File: src/csm_params.svh
// Constants for the closed-loop supply margining block
`ifndef CSM_PARAMS_SVH
`define CSM_PARAMS_SVH

// Command codes and field layout of the configuration word
`define CSM_CMD_MARGIN_CFG  8'hE0
`define CSM_CFG_SLOPE_BIT   15
`define CSM_CFG_SEED_MSB    5
`define CSM_CFG_SEED_LSB    0
`define CSM_CFG_RESET       16'h0000

// Clock and PWM timing
`define CSM_CLK_HZ          100000000
`define CSM_PWM_FREQ_HZ     62500
`define CSM_PWM_PERIOD_CYC  (`CSM_CLK_HZ / `CSM_PWM_FREQ_HZ)
`define CSM_DUTY_STEPS      64
`define CSM_PWM_TICK_CYC    (`CSM_PWM_PERIOD_CYC / `CSM_DUTY_STEPS)
`define CSM_DUTY_MIN        6'h00
`define CSM_DUTY_MAX        6'h3F

// Averaging window
`define CSM_WINDOW_MS       40
`define CSM_SAMPLES         8
`define CSM_WINDOW_CYC      (`CSM_WINDOW_MS * (`CSM_CLK_HZ / 1000))
`define CSM_SAMPLE_CYC      (`CSM_WINDOW_CYC / `CSM_SAMPLES)
`define CSM_LAST_SAMPLE     3'h7

// Tolerance band in percent
`define CSM_TOL_PCT         12'h001
`define CSM_PCT_SCALE       8'h64

`endif

File: src/csm_pkg.sv
// Types for the closed-loop supply margining block
package csm_pkg;

  typedef logic [5:0]  csm_duty_t;
  typedef logic [11:0] csm_volt_t;

  typedef enum logic [1:0] {
    st_idle,
    st_wait_pg,
    st_seeded,
    st_track
  } csm_state_t;

endpackage

File: src/csm_margin.sv
// Closed-loop margining controller for one supply channel
//
// Contract
// - PWM output repeats at a fixed 62.5 kHz.
// - Duty code is six bits and moves one code at a time.
// - Margining runs only while a margin-high or margin-low state is set.
// - No margining and no PWM until all enabled supplies are power good.
// - On start, enable the PWM and load the seed as duty.
// - Average eight samples over 40 ms; change duty only per window.
// - Step once when the average misses the target by more than 1%.
// - Slope bit 15: 0 means more duty lowers voltage, 1 raises it.
// - Duty at 0% or 100% with target missed is a margin failure (flagged only when the needed step points past that limit).
// - Failure sets the status byte, word, margin bits and ALERT.
// - First average after seeding past the target raises a margin fault.
// - Seed bits 5:0 give the initial duty code for both directions.
// - Configuration bits 14:6 always read back as zero.
// - Seed overshoot reports exactly like a saturation failure.
`timescale 1ns/1ps
`include "csm_params.svh"

module csm_margin
  import csm_pkg::*;
#(
  parameter int unsigned SAMPLE_CYC = `CSM_SAMPLE_CYC
)
(
  // Clock and reset
  input  wire logic       clock,
  input  wire logic       rst,
  // Command port
  input  wire logic       cmd_wr,
  input  wire logic       cmd_rd,
  input  wire logic [7:0] cmd_code,
  input  wire logic [15:0] cmd_wdata,
  output logic [15:0]     cmd_rdata_q,
  output logic            cmd_rvalid_q,
  output logic            cmd_unmapped_q,
  // Operating state and supply status
  input  wire logic       op_margin_high,
  input  wire logic       op_margin_low,
  input  wire logic       all_power_good,
  input  wire logic       alert_enable,
  input  wire logic       clear_faults,
  // Measurement and targets
  input  wire csm_volt_t  vout_data,
  input  wire csm_volt_t  target_high,
  input  wire csm_volt_t  target_low,
  // PWM pin
  output logic            pwm_out,
  output logic            pwm_en_q,
  output csm_duty_t       duty_q,
  // Status bits
  output logic            status_byte_nota,
  output logic            status_word_nota,
  output logic            status_word_mfr,
  output logic            margin_fault,
  // Open-drain alert pin
  input  wire logic       alert_in,
  output logic            alert_out,
  output logic            alert_oe_n
);

  localparam logic [31:0] SAMPLE_LAST = 32'(SAMPLE_CYC - 1);

  csm_state_t  state_q;
  csm_state_t  state_d;
  logic        margin_req;
  logic        run;
  logic        seed_load;
  logic        slope_q;
  csm_duty_t   seed_q;
  logic [31:0] tmr_q;
  logic        sample_tick;
  logic [2:0]  nsamp_q;
  logic [14:0] acc_q;
  logic [14:0] acc_sum;
  csm_volt_t   avg_q;
  logic        win_q;
  csm_volt_t   target;
  csm_volt_t   diff;
  logic        out_of_band;
  logic        need_up;
  logic        step_inc;
  logic        at_limit;
  logic        sat_fault;
  logic        seed_fault;
  logic        fault_evt;
  logic [3:0]  status_q;
  logic        alert_seen;

  ////////////////////////////////////////////////////////////////////////////
  // Command port

  // Configuration word write
  always_ff @(posedge clock) begin
    if (rst) begin
      slope_q <= 1'(`CSM_CFG_RESET >> `CSM_CFG_SLOPE_BIT);
      seed_q  <= 6'(`CSM_CFG_RESET);
    end else if (cmd_wr && cmd_code == `CSM_CMD_MARGIN_CFG) begin
      slope_q <= cmd_wdata[`CSM_CFG_SLOPE_BIT];
      seed_q  <= cmd_wdata[`CSM_CFG_SEED_MSB:`CSM_CFG_SEED_LSB];
    end
  end

  // Read answer one cycle after the request; unknown codes answer zero
  always_ff @(posedge clock) begin
    if (rst) begin
      cmd_rdata_q    <= 16'h0000;
      cmd_rvalid_q   <= 1'b0;
      cmd_unmapped_q <= 1'b0;
    end else begin
      cmd_rvalid_q   <= cmd_rd;
      cmd_unmapped_q <= (cmd_rd || cmd_wr) &&
                        (cmd_code != `CSM_CMD_MARGIN_CFG);
      if (cmd_rd && cmd_code == `CSM_CMD_MARGIN_CFG) begin
        cmd_rdata_q <= {slope_q, 9'h000, seed_q};
      end else if (cmd_rd) begin
        cmd_rdata_q <= 16'h0000;
      end
    end
  end

  ////////////////////////////////////////////////////////////////////////////
  // Sequencing

  assign margin_req = op_margin_high || op_margin_low;
  assign run        = (state_q == st_seeded) || (state_q == st_track);
  assign seed_load  = (state_q == st_wait_pg) && all_power_good;

  // Next state
  always_comb begin
    state_d = state_q;
    case (state_q)
      st_idle: begin
        if (margin_req) begin
          state_d = st_wait_pg;
        end
      end
      st_wait_pg: begin
        if (all_power_good) begin
          state_d = st_seeded;
        end
      end
      st_seeded: begin
        if (win_q) begin
          state_d = st_track;
        end
      end
      st_track: begin
        state_d = st_track;
      end
      default: begin
        state_d = st_idle;
      end
    endcase
    if (!margin_req) begin
      state_d = st_idle;
    end
  end

  // State register
  always_ff @(posedge clock) begin
    if (rst) begin
      state_q <= st_idle;
    end else begin
      state_q <= state_d;
    end
  end

  ////////////////////////////////////////////////////////////////////////////
  // Averaging

  // Sample timer, eight ticks per 40 ms window
  always_ff @(posedge clock) begin
    if (rst || !run) begin
      tmr_q <= 32'h0000_0000;
    end else if (tmr_q == SAMPLE_LAST) begin
      tmr_q <= 32'h0000_0000;
    end else begin
      tmr_q <= tmr_q + 32'h0000_0001;
    end
  end

  assign sample_tick = run && (tmr_q == SAMPLE_LAST);
  assign acc_sum     = acc_q + {3'h0, vout_data};

  // Accumulate samples, publish the mean after the eighth
  always_ff @(posedge clock) begin
    if (rst || !run) begin
      acc_q   <= 15'h0000;
      nsamp_q <= 3'h0;
      avg_q   <= 12'h000;
      win_q   <= 1'b0;
    end else begin
      win_q <= 1'b0;
      if (sample_tick && nsamp_q == `CSM_LAST_SAMPLE) begin
        acc_q   <= 15'h0000;
        nsamp_q <= 3'h0;
        avg_q   <= acc_sum[14:3];
        win_q   <= 1'b1;
      end else if (sample_tick) begin
        acc_q   <= acc_sum;
        nsamp_q <= nsamp_q + 3'h1;
      end
    end
  end

  ////////////////////////////////////////////////////////////////////////////
  // Control law

  assign target      = op_margin_high ? target_high : target_low;
  assign diff        = (avg_q > target) ? (avg_q - target)
                                        : (target - avg_q);
  // Compare diff * 100 against target * 1 to avoid a divider
  assign out_of_band = (20'(diff) * 20'(`CSM_PCT_SCALE)) >
                       (20'(target) * 20'(`CSM_TOL_PCT));
  assign need_up     = avg_q < target;
  assign step_inc    = (need_up == slope_q);
  assign at_limit    = step_inc ? (duty_q == `CSM_DUTY_MAX)
                                : (duty_q == `CSM_DUTY_MIN);

  // Duty register, seeded on start and stepped once per window
  always_ff @(posedge clock) begin
    if (rst) begin
      duty_q <= 6'h00;
    end else if (seed_load) begin
      duty_q <= seed_q;
    end else if (run && win_q && out_of_band && !at_limit) begin
      if (step_inc) begin
        duty_q <= duty_q + 6'h01;
      end else begin
        duty_q <= duty_q - 6'h01;
      end
    end
  end

  // PWM enable follows the margining run
  always_ff @(posedge clock) begin
    if (rst) begin
      pwm_en_q <= 1'b0;
    end else begin
      pwm_en_q <= run;
    end
  end

  // PWM waveform generator
  csm_pwm u_pwm (
    .clock  (clock),
    .rst    (rst),
    .enable (run),
    .duty   (duty_q),
    .pwm_q  (pwm_out)
  );

  ////////////////////////////////////////////////////////////////////////////
  // Fault reporting

  assign sat_fault  = run && win_q && out_of_band && at_limit;
  assign seed_fault = (state_q == st_seeded) && win_q &&
                      (op_margin_high ? (avg_q > target)
                                      : (avg_q < target));
  assign fault_evt  = sat_fault || seed_fault;

  // Sticky status bits, a new fault wins over a clear in the same cycle
  always_ff @(posedge clock) begin
    if (rst) begin
      status_q <= 4'h0;
    end else if (fault_evt) begin
      status_q <= 4'hF;
    end else if (clear_faults) begin
      status_q <= 4'h0;
    end
  end

  assign status_byte_nota = status_q[0];
  assign status_word_nota = status_q[1];
  assign status_word_mfr  = status_q[2];
  assign margin_fault     = status_q[3];
  assign alert_seen       = alert_in;

  // Alert drive enable, low while asserted, set only on a new status bit
  always_ff @(posedge clock) begin
    if (rst) begin
      alert_oe_n <= 1'b1;
    end else if (fault_evt && !status_q[3] && alert_enable) begin
      alert_oe_n <= 1'b0;
    end else if (clear_faults) begin
      alert_oe_n <= 1'b1;
    end
  end

  // Open-drain drive: the pin only ever pulls low
  assign alert_out = 1'b0;

endmodule

File: src/csm_pwm.sv
// Fixed-rate PWM generator with 6-bit duty code
`timescale 1ns/1ps
`include "csm_params.svh"

module csm_pwm
  import csm_pkg::*;
(
  // Clock and reset
  input  wire logic      clock,
  input  wire logic      rst,
  // Control
  input  wire logic      enable,
  input  wire csm_duty_t duty,
  // Output
  output logic           pwm_q
);

  localparam logic [4:0] TICK_LAST = 5'(`CSM_PWM_TICK_CYC - 1);

  logic [4:0] div_q;
  logic       tick;
  csm_duty_t  phase_q;

  // Divider giving one enable pulse per duty step
  always_ff @(posedge clock) begin
    if (rst || !enable) begin
      div_q <= 5'h00;
    end else if (div_q == TICK_LAST) begin
      div_q <= 5'h00;
    end else begin
      div_q <= div_q + 5'h01;
    end
  end

  assign tick = enable && (div_q == TICK_LAST);

  // Phase counter, 64 steps make one period of 62.5 kHz
  always_ff @(posedge clock) begin
    if (rst || !enable) begin
      phase_q <= 6'h00;
    end else if (tick) begin
      phase_q <= phase_q + 6'h01;
    end
  end

  // Top code means always on, zero means always off
  always_ff @(posedge clock) begin
    if (rst || !enable) begin
      pwm_q <= 1'b0;
    end else begin
      pwm_q <= (duty == `CSM_DUTY_MAX) || (phase_q < duty);
    end
  end

endmodule

File: config.mk
export PLATFORM = sky130hd
export DESIGN_NAME = csm_margin
export DESIGN_NICKNAME = d
export VERILOG_FILES = /design/src/csm_pkg.sv /design/src/csm_margin.sv /design/src/csm_pwm.sv
export VERILOG_INCLUDE_DIRS = /design/src
export SDC_FILE = /design/constraint.sdc
export NUM_CORES = 1
export LEC_CHECK = 0
export BUFFER_PORTS_ARGS = -buffer_cell sky130_fd_sc_hd__buf_2
export CAP_MARGIN = 20
export CORE_MARGIN = 2
export CORE_UTILIZATION = 40
export DETAILED_ROUTE_END_ITERATION = 8
export MAX_ROUTING_LAYER = met4
export PLACE_DENSITY = 0.59
export SYNTH_ARGS = -nofsm -noshare
export SYNTH_HDL_FRONTEND = slang
export SYNTH_SLANG_ARGS = --single-unit
File: constraint.sdc
create_clock -name clock -period 11.2 [get_ports clock]
set_clock_uncertainty 0.15 [all_clocks]
set_input_delay 2.24 -clock clock [delete_from_list [all_inputs] [get_ports clock]]
set_output_delay 2.24 -clock clock [all_outputs]
set_load 0.02 [all_outputs]
==> results.sh <==
export IMPL_switching_power_mw=0.492
export IMPL_first_global_vias=6231
export IMPL_cts_htree_levels=3
export IMPL_switching_share_pct=36.2
export IMPL_synth_area_leaders="dfxtp_1 (26%), ha_1 (16%), a21oi_1 (5.3%)"
export IMPL_clkTransAtPathRegs_ns=0.07
export IMPL_slew_viol_final=0
export IMPL_cts_root_buffer="clkbuf_16"
export IMPL_cp_required_ns=11.29
export IMPL_wire_per_inst_um=14.1
export IMPL_area_growth_pct=12.5
export IMPL_yosys_area_top_type="dfxtp_1"
export IMPL_grt_overflow=0
export IMPL_final_nets=1191
export IMPL_hold_violations=0
export IMPL_rr_endpoint="duty_q[2]"
export IMPL_antenna_found_initial=3
export IMPL_wirelength_um=18000
export IMPL_slew_headroom_pct=31.5
export IMPL_crit_type="primary input to flop"
export IMPL_setup_viol=0
export IMPL_via_per_inst=5.09
export IMPL_worst_hold_path_type="flop to flop"
export IMPL_rows=50
export IMPL_drc=0
export IMPL_synth_most_common_cell="dfxtp_1"
export IMPL_firstDrtPassIters=4
export IMPL_grt_max_degree=33
export IMPL_critical_path_peak_fanout=17
export IMPL_drive_above_1_share_pct=11.7
export IMPL_clock_latency_ns=0.35
export IMPL_synthArstFlopShare_pct=0
export IMPL_fin_cells=1280
export IMPL_hold_start="nsamp_q[1]"
export IMPL_tightest_slew_ns=1.02
export IMPL_die_area_um2=20500
export IMPL_synth_edff_count=0
export IMPL_cts_tree="built"
export IMPL_power_frac_comb_pct=44.6
export IMPL_power_frac_seq_pct=27.1
export IMPL_powerDensity_nw_per_um2=156
export IMPL_end_kind="flop"
export IMPL_clk_path_buf_depth=2
export IMPL_portBuffers=81
export IMPL_cts_buffers=9
export IMPL_critPathLaunchType="primary input"
export IMPL_postLayoutCoreUtil_pct=46.3
export IMPL_ys_seq_area_share_pct=26.4
export IMPL_post_place_cells=1261
export IMPL_synth_top_cell_area_share_pct=26.4
export IMPL_postCtsSetupBuffers=0
export IMPL_grt_first_pass_wirelength_um=29900
export IMPL_grtUsageTotal_pct=18.7
export IMPL_cts_sinks=102
export IMPL_p_leak_nw=3.68
export IMPL_outcome="finished, final reports clean"
export IMPL_synth_common_cells="dfxtp_1 (102), ha_1 (98), nand2_1 (83), a21oi_1 (82), nor2_1 (81)"
export IMPL_worstHoldEndpoint="nsamp_q[1]"
export IMPL_drtAntennaViolNets=0
export IMPL_synth_cell_types=67
export IMPL_r2r_setup_slack_ns=3.72
export IMPL_ios=102
export IMPL_yosysWarnings=0
export IMPL_internal_power_mw=0.868
export IMPL_yosys_most_used_dff="dfxtp_1"
export IMPL_drtIter0Drc=269
export IMPL_syn_avg_cell_area_um2=8.17
export IMPL_gp_congestion=0.937
export IMPL_die_x_um=143
export IMPL_max_freq_ghz=0.101
export IMPL_finalCritPeriodShare_pct=88.5
export IMPL_ys_seq_elements=102
export IMPL_hpwl_um=14300
export IMPL_hold_depth=2
export IMPL_r2r_start="avg_q[5]"
export IMPL_start_util_pct=41.1
export IMPL_design_core_area_um2=18800
export IMPL_layout_min_cycle_time_ns=9.91
export IMPL_rsz0062_at_grt="false"
export IMPL_syn_cell_area_um2=7740
export IMPL_total_power_mw=1.36
export IMPL_cp_arrival_ns=10.00
export IMPL_vias=6520
export IMPL_drv_cap=0
export IMPL_die_h_um=143
export IMPL_hold_buffers=0
export IMPL_post_cts_resized=0
export IMPL_r2r_cells=26
export IMPL_syn_inst=948
export IMPL_fin_tns_setup_ns=0
export IMPL_ir_worst_vdd_mv=0.0781
export IMPL_power_frac_clock_pct=28.3
export IMPL_fill_cells=1888
export IMPL_cp_startpoint="op_margin_high"
## metrics by stage
stage	hold WS, ns	instance area [µm²]	setup slack [ns]
floorplan	0.280	7780	1.54
global placement	0.293	8340	1.05
detailed placement	0.298	8340	1.00
CTS	0.310	8710	1.35
global route	0.333	8710	0.683
finish	0.309	8710	1.29
## power by group through the flow
stage          sequential, mW  clock (mW)  combinational, mW
6_report                0.369       0.384              0.607
5_1_grt                 0.369       0.409              0.694
4_1_cts                 0.369       0.394              0.607
3_5_place_dp            0.377           0              0.601
3_3_place_gp            0.377           0              0.595
2_1_floorplan           0.378           0              0.475
## critical path, stage by stage
cell       delay [ns]
buf_2            0.40
mux2i_1          0.48
inv_1            0.09
ha_1             0.48
nand4_2          0.19
or3_4            0.45
nand2b_1         0.16
and2_1           0.53
nand3_1          0.23
a32oi_1          0.27
nand2_1          0.08
a221o_1          0.34
xnor2_1          0.27
ha_1             0.30
ha_1             0.27
inv_1            0.05
fa_1             0.52
inv_1            0.04
ha_1             0.43
a21oi_1          0.14
and4_1           0.21
a2bb2oi_1        0.27
xor2_1           0.12
o21ai_0          0.52
o311ai_4         0.24
nand4_4          0.22
nor4_1           0.08
a311o_1          0.34
## kinds of logic (layout without fill, tap and decap cells)
group,Yosys count,after routing,share of synthesized area [%]
simple gates,328,328,21.3
compound gates,198,198,16.4
buf+inv,117,177,6.45
fa+ha+maj,109,109,18.7
flops,102,102,26.4
xor+xnor,77,77,8.71
mux,16,16,2.12
other cells,1,13,0.0484
## state kept, by name (all words and copies together), names as in the netlist, 2 cells and up
signal         cells
seed_q             6
tmr_q             32
acc_q             15
state_q            2
avg_q             12
u_pwm.phase_q      6
duty_q             6
cmd_rdata_q        7
u_pwm.div_q        5
nsamp_q            3
## worst max-delay path by stage
stage,to,slack (ns),cells past startpoint
6_report,duty_q[2],1.29,28
5_1_grt,duty_q[1],0.68,30
4_1_cts,duty_q[2],1.35,30
3_5_place_dp,duty_q[2],1.00,30
3_3_place_gp,duty_q[2],1.05,30
2_1_floorplan,duty_q[2],1.54,34
## final cells by class
type	instances	area (µm²)	area share [%]
Antenna cell	3	7.51	0.0861
Clock buffer	10	239	2.74
Clock inverter	6	133	1.52
Inverter	75	282	3.23
Multi-Input combinational cell	738	5240	60.2
Sequential cell	102	2040	23.4
Tap cell	260	325	3.73
Timing Repair Buffer	86	443	5.08
## layer usage
metal  share of wire, %  GRT usage [%]
met5                  0              -
met4                2.6           6.31
met3                3.6           3.42
met2                 47           30.6
met1                 46           23.2
## layout by cell type (no fill, tap or decap), types with 9 or more instances in the layout
cell | Yosys | routed
ha_1 | 98 | 98
o21ai_0 | 34 | 34
nor2_1 | 81 | 81
mux2i_1 | 15 | 15
a211oi_1 | 12 | 12
nand2b_1 | 18 | 18
buf_2 | 3 | 81
clkbuf_16 | 0 | 9
nand3_1 | 45 | 45
nor3_1 | 12 | 12
a21oi_1 | 82 | 82
inv_1 | 74 | 74
xnor2_1 | 38 | 38
nand4_1 | 11 | 11
nand2_1 | 83 | 83
nor2b_1 | 19 | 19
fa_1 | 11 | 11
dfxtp_1 | 102 | 102
a21o_1 | 12 | 12
o21a_1 | 9 | 9
xor2_1 | 39 | 39
conb_1 | 1 | 10
and3_1 | 10 | 10
No activity file was read; power rests on OpenSTA's default activity.
